File: config.mk
export PLATFORM = sky130hd
export DESIGN_NAME = pbe_parity_handler
export DESIGN_NICKNAME = d
export VERILOG_FILES = /design/src/verilog/pbe_pkg.sv /design/src/verilog/pbe_parity_handler.sv
export SDC_FILE = /design/constraint.sdc
export NUM_CORES = 1
export LEC_CHECK = 0
export BUFFER_PORTS_ARGS = -buffer_cell sky130_fd_sc_hd__buf_2
export CORE_ASPECT_RATIO = 2
export CORE_MARGIN = 1.5
export CORE_UTILIZATION = 30
export CTS_CLUSTER_DIAMETER = 150
export DETAILED_ROUTE_END_ITERATION = 16
export GPL_TIMING_DRIVEN = 0
export PLACE_DENSITY_LB_ADDON = 0.12
export SYNTH_ARGS = -nofsm -noshare
export SYNTH_HDL_FRONTEND = slang
export SYNTH_SLANG_ARGS = --single-unit
export TNS_END_PERCENT = 20
File: constraint.sdc
create_clock -name clk -period 4.95 [get_ports clk]
set_input_delay 0.7425 -clock clk [delete_from_list [all_inputs] [get_ports clk]]
set_output_delay 0.7425 -clock clk [all_outputs]
set_load 0.01 [all_outputs]
File: src/verilog/pbe_pkg.sv
/*
  Package for the byte parity error handler: word layout, parity
  functions, register offsets, field positions and reset values.
  Assumes a 16-bit datapath split into two bytes, each with its own bit.
*/
package pbe_pkg;

  // Bus and datapath widths.
  localparam int AXI_AW  = 8;
  localparam int BYTE_W  = 8;
  localparam int WORD_W  = 16;
  localparam int ROUT_W  = 4;
  localparam int TRAP_W  = 16;

  // A stored word: each byte preceded by its own parity bit, which sits just above it.
  typedef struct packed {
    logic              parHi;
    logic [BYTE_W-1:0] hi;
    logic              parLo;
    logic [BYTE_W-1:0] lo;
  } pbe_word_t;

  // Self-test sequencer states, Gray coded along idle, launch, wait.
  typedef enum logic [1:0] {
    ST_IDLE   = 2'b00,
    ST_LAUNCH = 2'b01,
    ST_WAIT   = 2'b11
  } pbe_state_t;

  // Register byte offsets.
  localparam logic [AXI_AW-1:0] OFF_CTRL   = 8'h00;
  localparam logic [AXI_AW-1:0] OFF_STATUS = 8'h04;
  localparam logic [AXI_AW-1:0] OFF_MASK   = 8'h08;
  localparam logic [AXI_AW-1:0] OFF_FLAGS  = 8'h0c;
  localparam logic [AXI_AW-1:0] OFF_STATE  = 8'h10;
  localparam logic [AXI_AW-1:0] OFF_ERRW   = 8'h14;

  // Field positions.
  localparam int CTRL_CHECK  = 0;
  localparam int CTRL_START  = 1;
  localparam int ST_MEMTRAP  = 0;
  localparam int ST_FAULT    = 1;
  localparam int ST_PASS     = 2;
  localparam int FL_MEM      = 0;
  localparam int FL_PROC     = 1;
  localparam int EV_W        = 3;
  localparam int FL_W        = 2;

  // Reset values and bus answers.
  localparam logic [EV_W-1:0] MASK_RST = 3'h0;
  localparam logic [1:0]      RESP_OK  = 2'h0;
  localparam logic [1:0]      RESP_ERR = 2'h2;

  // Odd parity: the bit makes the count of ones in byte plus bit odd.
  function automatic pbe_word_t pbe_gen(input logic [WORD_W-1:0] d);
    pbe_word_t w;
    w.hi    = d[WORD_W-1:BYTE_W];
    w.lo    = d[BYTE_W-1:0];
    w.parHi = ~^d[WORD_W-1:BYTE_W];
    w.parLo = ~^d[BYTE_W-1:0];
    return w;
  endfunction : pbe_gen

  // One bit per byte, high where that byte fails its check.
  function automatic logic [1:0] pbe_bad(input pbe_word_t w);
    return {~^{w.parHi, w.hi}, ~^{w.parLo, w.lo}};
  endfunction : pbe_bad

endpackage : pbe_pkg

File: src/verilog/pbe_parity_handler.sv
/*
  Byte parity generation and checking for memory, processor and I/O
  transfers, the check-mode error response, and the self-test sequencer.
  Assumes one clock, inputs synchronous to it, an AXI4-Lite master that
  keeps one write and one read outstanding, and a microverification
  engine that answers each start pulse with one done pulse.
//
// Contract
// - Each 16-bit word is held as two bytes with one parity bit per byte.
// - Parity is generated on every memory write and checked on every read.
// - In check mode a memory parity error interrupts and traps to a fixed address.
// - Outside check mode a memory parity error only sets a testable flag.
// - Parity is generated and checked on all processor and I/O transfers.
// - In check mode with self-test fitted a processor error starts self-test.
// - Without self-test a processor error sets a flag and starts nothing.
// - Self-test starts on processor error, master clear or software request.
// - A failing routine is shown on the panel and rerun, stalling the machine.
// - When the rerun routine passes, normal execution resumes by itself.
// - Both bytes of a word are generated or checked in a single cycle.
*/
`timescale 1ns/10ps
`default_nettype none

module pbe_parity_handler #(
  parameter bit                   SELF_TEST_FITTED = 1'b1,
  parameter logic [3:0]           NUM_ROUTINES     = 4'd8,
  parameter logic [15:0]          TRAP_ADDR        = 16'h0000
) (
  input  wire logic                       clk,
  input  wire logic                       rst,
  input  wire logic                       masterClear,
  // Memory write and read paths.
  input  wire logic                       memWrValid,
  input  wire logic [pbe_pkg::WORD_W-1:0] memWrData,
  output var  pbe_pkg::pbe_word_t         memWrWord,
  input  wire logic                       memRdValid,
  input  wire pbe_pkg::pbe_word_t         memRdWord,
  output logic [pbe_pkg::WORD_W-1:0]      memRdData,
  output logic                            trapReq,
  output logic [pbe_pkg::TRAP_W-1:0]      trapAddr,
  // Processor and I/O transfers.
  input  wire logic                       xferValid,
  input  wire pbe_pkg::pbe_word_t         xferWord,
  input  wire logic [pbe_pkg::WORD_W-1:0] xferGenData,
  output var  pbe_pkg::pbe_word_t         xferGenWord,
  // Microverification engine and panel.
  output logic                            stStart,
  output logic [pbe_pkg::ROUT_W-1:0]      stRoutine,
  input  wire logic                       stDone,
  input  wire logic                       stFail,
  output logic [pbe_pkg::ROUT_W-1:0]      panelId,
  output logic                            cpuHold,
  output logic                            irq,
  // AXI4-Lite slave.
  input  wire logic [pbe_pkg::AXI_AW-1:0] awaddr,
  input  wire logic                       awvalid,
  output logic                            awready,
  input  wire logic [31:0]                wdata,
  input  wire logic [3:0]                 wstrb,
  input  wire logic                       wvalid,
  output logic                            wready,
  output logic [1:0]                      bresp,
  output logic                            bvalid,
  input  wire logic                       bready,
  input  wire logic [pbe_pkg::AXI_AW-1:0] araddr,
  input  wire logic                       arvalid,
  output logic                            arready,
  output logic [31:0]                     rdata,
  output logic [1:0]                      rresp,
  output logic                            rvalid,
  input  wire logic                       rready
);
  import pbe_pkg::*;

  logic              awHeld, wHeld, doWrite, wrLow, checkMode, stalled;
  logic [AXI_AW-1:0] awAddrQ, wrAddr;
  logic [31:0]       wDataQ, wrData, rdMux;
  logic [3:0]        wStrbQ;
  logic [EV_W-1:0]   status, mask, evSet, stClr;
  logic [FL_W-1:0]   flags, flSet, flClr;
  logic [17:0]       errWord;
  pbe_state_t        state;
  logic [1:0]        memBad, xferBad;
  logic              memErr, procErr, swStart, trigger, lastRoutine;
  logic              faultEv, passEv, rdHit;

  // Both bytes are checked in parallel, so an error is known in-cycle.
  assign memBad  = pbe_bad(memRdWord);
  assign xferBad = pbe_bad(xferWord);
  assign memErr  = memRdValid & (|memBad);
  assign procErr = xferValid & (|xferBad);

  // Generated words are registered so the parity bits meet the data.
  always_ff @(posedge clk or posedge rst) begin
    if (rst) begin
      memWrWord   <= '0;
      xferGenWord <= '0;
      memRdData   <= '0;
    end else begin
      if (memWrValid) begin
        memWrWord <= pbe_gen(memWrData);
      end
      xferGenWord <= pbe_gen(xferGenData);
      if (memRdValid) begin
        memRdData <= {memRdWord.hi, memRdWord.lo};
      end
    end
  end

  // The trap fires only in check mode; the address is a fixed constant.
  always_ff @(posedge clk or posedge rst) begin
    if (rst) begin
      trapReq  <= 1'b0;
      trapAddr <= '0;
    end else begin
      trapReq  <= memErr & checkMode;
      trapAddr <= TRAP_ADDR;
    end
  end

  // The last failing word is kept for software diagnosis.
  always_ff @(posedge clk or posedge rst) begin
    if (rst) begin
      errWord <= '0;
    end else if (memErr) begin
      errWord <= memRdWord;
    end else if (procErr) begin
      errWord <= xferWord;
    end
  end

  // Self-test entry; requests arriving while busy are dropped.
  assign swStart = doWrite & (wrAddr == OFF_CTRL) & wrLow & wrData[CTRL_START];
  assign trigger = (procErr & checkMode & SELF_TEST_FITTED)
                 | masterClear | swStart;
  assign lastRoutine = ({1'b0, stRoutine} + 5'd1) == {1'b0, NUM_ROUTINES};
  assign faultEv = (state == ST_WAIT) & stDone & stFail & ~stalled;
  assign passEv  = (state == ST_WAIT) & stDone & ~stFail
                 & (stalled | lastRoutine);
  assign stStart = (state == ST_LAUNCH);
  assign cpuHold = (state != ST_IDLE);

  // Sequencer: a failing routine is relaunched until it passes.
  always_ff @(posedge clk or posedge rst) begin
    if (rst) begin
      state     <= ST_IDLE;
      stRoutine <= '0;
      stalled   <= 1'b0;
      panelId   <= '0;
    end else begin
      case (state)
        ST_IDLE: begin
          if (trigger) begin
            stRoutine <= '0;
            state     <= ST_LAUNCH;
          end
        end
        ST_LAUNCH: begin
          state <= ST_WAIT;
        end
        ST_WAIT: begin
          if (stDone) begin
            if (stFail) begin
              stalled <= 1'b1;
              panelId <= stRoutine;
              state   <= ST_LAUNCH;
            end else if (stalled) begin
              stalled <= 1'b0;
              state   <= ST_IDLE;
            end else if (lastRoutine) begin
              state <= ST_IDLE;
            end else begin
              stRoutine <= stRoutine + 4'd1;
              state     <= ST_LAUNCH;
            end
          end
        end
        default: begin
          state <= ST_IDLE;
        end
      endcase
    end
  end

  // AXI write: address and data are latched separately, in any order.
  assign awready = ~awHeld & ~bvalid;
  assign wready  = ~wHeld & ~bvalid;
  assign doWrite = (awHeld | (awvalid & awready))
                 & (wHeld | (wvalid & wready));
  assign wrAddr  = awHeld ? awAddrQ : awaddr;
  assign wrData  = wHeld ? wDataQ : wdata;
  assign wrLow   = wHeld ? wStrbQ[0] : wstrb[0];

  always_ff @(posedge clk or posedge rst) begin
    if (rst) begin
      awHeld  <= 1'b0;
      wHeld   <= 1'b0;
      awAddrQ <= '0;
      wDataQ  <= '0;
      wStrbQ  <= '0;
      bvalid  <= 1'b0;
      bresp   <= RESP_OK;
    end else begin
      if (doWrite) begin
        awHeld <= 1'b0;
        wHeld  <= 1'b0;
        bvalid <= 1'b1;
        bresp  <= (wrAddr == OFF_CTRL || wrAddr == OFF_STATUS
                || wrAddr == OFF_MASK || wrAddr == OFF_FLAGS
                || wrAddr == OFF_STATE || wrAddr == OFF_ERRW)
                ? RESP_OK : RESP_ERR;
      end else begin
        if (awvalid & awready) begin
          awHeld  <= 1'b1;
          awAddrQ <= awaddr;
        end
        if (wvalid & wready) begin
          wHeld  <= 1'b1;
          wDataQ <= wdata;
          wStrbQ <= wstrb;
        end
        if (bvalid & bready) begin
          bvalid <= 1'b0;
        end
      end
    end
  end

  // Control and mask registers.
  always_ff @(posedge clk or posedge rst) begin
    if (rst) begin
      checkMode <= 1'b0;
      mask      <= MASK_RST;
    end else if (doWrite & wrLow) begin
      if (wrAddr == OFF_CTRL) begin
        checkMode <= wrData[CTRL_CHECK];
      end
      if (wrAddr == OFF_MASK) begin
        mask <= wrData[EV_W-1:0];
      end
    end
  end

  // Sticky bits clear on a written one; a new event wins over the clear.
  assign evSet = {passEv, faultEv, memErr & checkMode};
  assign flSet = {procErr, memErr & ~checkMode};
  assign stClr = (doWrite & wrLow & (wrAddr == OFF_STATUS))
               ? wrData[EV_W-1:0] : '0;
  assign flClr = (doWrite & wrLow & (wrAddr == OFF_FLAGS))
               ? wrData[FL_W-1:0] : '0;

  always_ff @(posedge clk or posedge rst) begin
    if (rst) begin
      status <= '0;
      flags  <= '0;
    end else begin
      status <= (status & ~stClr) | evSet;
      if (masterClear) begin
        flags <= flSet;
      end else begin
        flags <= (flags & ~flClr) | flSet;
      end
    end
  end

  // Only masked status events (trap, fault, pass) reach the line; flags never interrupt.
  assign irq = |(status & mask);

  // AXI read path, unmapped addresses answer SLVERR with zero data.
  always_comb begin
    rdMux = '0;
    rdHit = 1'b1;
    case (araddr)
      OFF_CTRL:   rdMux = {31'h0, checkMode};
      OFF_STATUS: rdMux = {29'h0, status};
      OFF_MASK:   rdMux = {29'h0, mask};
      OFF_FLAGS:  rdMux = {30'h0, flags};
      OFF_STATE:  rdMux = {20'h0, panelId, stRoutine, 1'b0, state, stalled};
      OFF_ERRW:   rdMux = {14'h0, errWord};
      default:    rdHit = 1'b0;
    endcase
  end

  assign arready = ~rvalid;

  always_ff @(posedge clk or posedge rst) begin
    if (rst) begin
      rvalid <= 1'b0;
      rdata  <= '0;
      rresp  <= RESP_OK;
    end else if (arvalid & arready) begin
      rvalid <= 1'b1;
      rdata  <= rdMux;
      rresp  <= rdHit ? RESP_OK : RESP_ERR;
    end else if (rvalid & rready) begin
      rvalid <= 1'b0;
    end
  end

  // Checks kept beside the logic they guard.
  property p_wrgen;
    @(posedge clk) disable iff (rst)
      memWrValid |=> memWrWord == pbe_gen($past(memWrData));
  endproperty
  a_wrgen: assert property (p_wrgen) else $error("bad write parity");

  property p_trap;
    @(posedge clk) disable iff (rst)
      (memErr && checkMode) |=> trapReq && trapAddr == TRAP_ADDR
        ##0 status[ST_MEMTRAP];
  endproperty
  a_trap: assert property (p_trap) else $error("no trap on error");

  property p_notrap;
    @(posedge clk) disable iff (rst)
      (memErr && !checkMode) |=> !trapReq && flags[FL_MEM];
  endproperty
  a_notrap: assert property (p_notrap) else $error("flag path wrong");

  property p_proc;
    @(posedge clk) disable iff (rst)
      procErr |=> flags[FL_PROC];
  endproperty
  a_proc: assert property (p_proc) else $error("proc flag missing");

  property p_enter;
    @(posedge clk) disable iff (rst)
      (state == ST_IDLE && trigger) |=> state == ST_LAUNCH ##1 stStart == 1'b0;
  endproperty
  a_enter: assert property (p_enter) else $error("self-test not begun");

  property p_nofit;
    @(posedge clk) disable iff (rst)
      (state == ST_IDLE && procErr && !(checkMode && SELF_TEST_FITTED)
        && !masterClear && !swStart)
        |=> state == ST_IDLE && flags[FL_PROC];
  endproperty
  a_nofit: assert property (p_nofit) else $error("self-test began");

  property p_stall;
    @(posedge clk) disable iff (rst)
      (state == ST_WAIT && stDone && stFail)
        |=> stalled && panelId == $past(stRoutine) && stStart;
  endproperty
  a_stall: assert property (p_stall) else $error("stall not shown");

  property p_resume;
    @(posedge clk) disable iff (rst)
      (state == ST_WAIT && stDone && !stFail && stalled)
        |=> !stalled && !cpuHold;
  endproperty
  a_resume: assert property (p_resume) else $error("no resume");

  property p_hold;
    @(posedge clk) disable iff (rst)
      (flags[FL_MEM] && !masterClear && !flClr[FL_MEM]) |=> flags[FL_MEM];
  endproperty
  a_hold: assert property (p_hold) else $error("flag dropped");

endmodule : pbe_parity_handler

`default_nettype wire

==> metrics.log <==
[metrics] run status: complete, no violations
[metrics] Detailed Route Iter0 Violations: 129
[metrics] post-CTS resize count: 0
[metrics] WS Path Type: input port to register
[metrics] Clock Power Share: 0.322
[metrics] routed length per placed instance: around 17 µm
[metrics] switching power of the nets: 1.139 mW
[metrics] total of flip-flops plus latches after synthesis: roughly 130
[metrics] initial standard-cell utilization of the core: 0.3042
[metrics] endpoint kind of the worst setup timing path: register
[metrics] Worst R2R Path Depth: 7
[metrics] main area contributors after synthesis: sky130_fd_sc_hd__dfrtp_1, sky130_fd_sc_hd__mux2_2, sky130_fd_sc_hd__xnor2_1
[metrics] relative contribution of sequential cells to total power: 0.389
[metrics] Std-Cell Rows: 74
[metrics] clk sinks: ~130
[metrics] detailed-router iteration count before antenna repair: 4
[metrics] mean area per synthesized cell: 12.64 µm²
[metrics] Critical R2R Capture: stRoutine[0]$_DFFE_PP0P_
[metrics] routed via count divided by cell count: around 4.5
[metrics] Non-Filler Cell Area, Final: 8134 µm²
[metrics] count of non-filler cells in the finished layout: ~1000
[metrics] Worst Setup EP: errWord[1]$_DFFE_PP0P_
[metrics] sum of net half-perimeters after detailed placement: between 10 and 15 mm
[metrics] maximum number of pins on one net before global-route repair: 97
[metrics] worst-case clock skew: between 0.004 and 0.005 ns
[metrics] number of endpoints with negative hold slack in the final report: 0
[metrics] clock tree from TritonCTS: yes
[metrics] DRC errors left: 0
[metrics] clock-pin slew on the worst setup and hold paths: approximately 0.060 ns
[metrics] signed area change from the synthesized netlist to the final layout: 31.87%
[metrics] setup bufs post-CTS: 0
[metrics] Highest Clock Rate: between 300 and 400 MHz
[metrics] count of input and output buffers: roughly 190
[metrics] cell area after synthesis: around 6200 µm²
[metrics] Cell Pwr Density: between 400 and 500 nW/µm²
[metrics] Arr. time, crit path: about 2.9 ns
[metrics] global-route wire length before repair: about 25 mm
[metrics] clk root buf: sky130_fd_sc_hd__clkbuf_16
[metrics] sum of overflow across all layers after global routing: 0
[metrics] fraction of synthesized cell area taken by the top area cell type: 0.5152
[metrics] global placer's final weighted congestion: between 0.7 and 0.8
[metrics] setup violators final: 0
[metrics] Setup crit start: xferWord[13]
[metrics] measured slew at the worst slew-check pin: approximately 0.76 ns
[metrics] ANT cells: 0
[metrics] number of library cell types mapped by synthesis: between 50 and 60
[metrics] total of hold buffers inserted after clock tree synthesis: 0
[metrics] final clock period utilization by the worst path: 0.5328
[metrics] commonest register cell after synthesis: sky130_fd_sc_hd__dfrtp_1
[metrics] cell count after synthesis: 488
[metrics] filler instances: roughly 2000
[metrics] Bufs on Longest Clock Path: 2
[metrics] Comb pwr share: 0.289
[metrics] crit start category: input port
[metrics] Clk Latency, worst-skew pair: roughly 0.4 ns
[metrics] core outline area: a little over 20000 µm²
[metrics] VDD IR max: ~0.00024 V
[metrics] list of most frequent post-synthesis cells: sky130_fd_sc_hd__dfrtp_1, sky130_fd_sc_hd__mux2_2, sky130_fd_sc_hd__xnor2_1, sky130_fd_sc_hd__buf_4, sky130_fd_sc_hd__nand2_1
[metrics] leakage power of the design: between 3 and 4 nW
[metrics] cts bufs inserted: 17
[metrics] proportion of layout cells with a drive suffix above 1: 0.4763
[metrics] largest area contributor in the synthesized netlist: sky130_fd_sc_hd__dfrtp_1
[metrics] launch instance of the worst register-to-register path: awHeld$_DFFE_PP0P_
[metrics] worst slew margin relative to its limit: 0.4906
[metrics] Seq/Total Area, Yosys: 0.5152
[metrics] via count of the first global-routing pass: about 4600
[metrics] most common cell in the netlist: sky130_fd_sc_hd__dfrtp_1
[metrics] initial antenna violation count: 0
[metrics] switching share of total power: 0.3083
[metrics] setup slack of the most critical reg-to-reg path: about 2.3 ns
[metrics] Post-Place Cell Area: approximately 7600 µm²
[metrics] die span in y: roughly 200 µm
[metrics] Boundary Pins: between 200 and 300
[metrics] cell internal pwr: ~2.6 mW
[metrics] Async SR Flop Fraction: 1.000
[metrics] die width: 104.4 µm
[metrics] global-route usage over all layers: 0.1588
[metrics] total wire length after detailed routing: about 17 mm
[metrics] warnings from Yosys: 0
[metrics] path category of the worst min-delay check: input port to asynchronous set/reset pin
[metrics] setup repair after global routing missed its margin: no
[metrics] Vias: 4471
[metrics] critical path peak fanout: 10
[metrics] nets: about 860
[metrics] min Tclk post-route: about 2.6 ns
[metrics] max-cap violations: 0
[metrics] DIE AREA: 21480 µm²
[metrics] Placed Cells: slightly below 1000
[metrics] number of enable-type register cells in the synthesized netlist: 0
[metrics] deepest level of the CTS H-tree: 4
[metrics] WP data required: between 5 and 6 ns
[metrics] final number of max-transition violations: 0
[metrics] count of nets left with antenna violations after detail routing: 0
## cell usage in the layout, fill, tap and decap left out, types with 3 or more instances in the layout
| cell | count |
|---|---|
| sky130_fd_sc_hd__o31ai_1 | 8 |
| sky130_fd_sc_hd__nand2_1 | 26 |
| sky130_fd_sc_hd__clkinv_2 | 4 |
| sky130_fd_sc_hd__buf_2 | 189 |
| sky130_fd_sc_hd__clkbuf_16 | 17 |
| sky130_fd_sc_hd__a21oi_1 | 6 |
| sky130_fd_sc_hd__nor3_1 | 6 |
| sky130_fd_sc_hd__mux2_2 | 77 |
| sky130_fd_sc_hd__clkbuf_8 | 4 |
| sky130_fd_sc_hd__buf_4 | 33 |
| sky130_fd_sc_hd__dfrtp_1 | 127 |
| sky130_fd_sc_hd__o211ai_1 | 3 |
| sky130_fd_sc_hd__nor2b_1 | 3 |
| sky130_fd_sc_hd__inv_1 | 13 |
| sky130_fd_sc_hd__nand3b_1 | 3 |
| sky130_fd_sc_hd__nor2_1 | 14 |
| sky130_fd_sc_hd__o21ai_0 | 12 |
| sky130_fd_sc_hd__mux2_4 | 18 |
| sky130_fd_sc_hd__xor2_1 | 6 |
| sky130_fd_sc_hd__xnor2_1 | 48 |
| sky130_fd_sc_hd__a22o_1 | 10 |
| sky130_fd_sc_hd__and3_1 | 3 |
| sky130_fd_sc_hd__clkbuf_1 | 15 |
| sky130_fd_sc_hd__a31oi_1 | 3 |
| sky130_fd_sc_hd__conb_1 | 32 |
| sky130_fd_sc_hd__a21o_1 | 3 |
| sky130_fd_sc_hd__mux2i_1 | 14 |
| sky130_fd_sc_hd__nor4_1 | 4 |
## critical path, stage by stage
cell and delay [ns]:
sky130_fd_sc_hd__buf_2 0.12, sky130_fd_sc_hd__xor2_1 0.23, sky130_fd_sc_hd__xnor3_1 0.48, sky130_fd_sc_hd__xnor2_2 0.18, sky130_fd_sc_hd__o21ai_4 0.35, sky130_fd_sc_hd__buf_6 0.25, sky130_fd_sc_hd__mux2_4 0.32, sky130_fd_sc_hd__mux2_4 0.26
## how the worst min path moves through the flow
| stage | slack, ns | cells after the start | to | from |
|---|---|---|---|---|
| floorplan | 0.46 | 1 | status[1]$_DFF_PP0_ | stalled$_DFFE_PP0P_ |
| global placement | 0.46 | 2 | rdata[4]$_DFFE_PP0P_ | rdata[4]$_DFFE_PP0P_ |
| detailed placement | 0.47 | 2 | rdata[4]$_DFFE_PP0P_ | rdata[4]$_DFFE_PP0P_ |
| CTS | 0.30 | 2 | awAddrQ[7]$_DFFE_PP0P_ | rst |
| global route | 0.32 | 2 | awAddrQ[5]$_DFFE_PP0P_ | rst |
| finish | 0.30 | 2 | awAddrQ[7]$_DFFE_PP0P_ | rst |
## flip-flops by register name, indices dropped and copies added, names as in the netlist
signal	count
stRoutine	4
wHeld	1
rdata	18
trapReq	1
xferGenWord	18
stalled	1
checkMode	1
memRdData	16
wStrbQ	1
errWord	18
awHeld	1
bvalid	1
wDataQ	3
flags	2
mask	3
memWrWord	18
state	2
bresp	1
awAddrQ	8
rresp	1
status	3
rvalid	1
panelId	4
## area by class of cell
cell class | instances | area, µm² | area share
Clock inverter | 6 | 57.56 | 0.007076
Inverter | 14 | 57.56 | 0.007076
Sequential cell | 127 | 3178 | 0.3907
Multi-Input combinational cell | 329 | 2735 | 0.3363
Clock buffer | 25 | 495.5 | 0.06091
Timing Repair Buffer | 187 | 958.4 | 0.1178
Tap cell | 266 | 332.8 | 0.04092
Buffer | 49 | 319.1 | 0.03922
## layer usage
layer	vias up	track usage	share of wire
li1	2122	-	-
met1	2196	0.1525	0.34
met2	122	0.3118	0.59
met3	31	0.03041	0.033
met4	0	0.08532	0.034
met5	-	0	0
## metrics by stage
step | utilization | setup TNS, ns | total power, mW | hold slack, ns | setup WS (ns)
floorplan | - | 0 | 2.151 | 0.4581 | 0.8232
global placement | 0.3723 | -99.68 | 2.519 | 0.4633 | -0.8040
detailed placement | 0.3739 | 0 | 2.550 | 0.4701 | 1.886
CTS | 0.4011 | 0 | 3.768 | 0.2961 | 2.268
global route | 0.4011 | 0 | 3.913 | 0.3156 | 2.143
finish | 0.4011 | 0 | 3.694 | 0.3035 | 2.313
## power by group through the flow
stage	Clock [mW]	Combinational, mW	Sequential, mW
final	1.19	1.07	1.44
after global routing	1.27	1.17	1.47
after CTS	1.23	1.09	1.44
after detailed placement	0	1.09	1.46
after global placement	0	1.07	1.45
after floorplan	0	0.714	1.44
## cells by family after synthesis
kind of cell             count (synthesis)  share of synthesized area
flip-flops                             127                     0.5152
multiplexers                           109                     0.2071
AND/OR/NAND/NOR                         70                    0.05599
buffers and inverters                   63                    0.06024
AO/OA/AOI/OAI                           59                    0.06958
XOR/XNOR                                58                    0.08925
adder cells (fa/ha/maj)                  1                   0.002028
other                                    1                  0.0006079
Power figures use the tool's default switching activity.
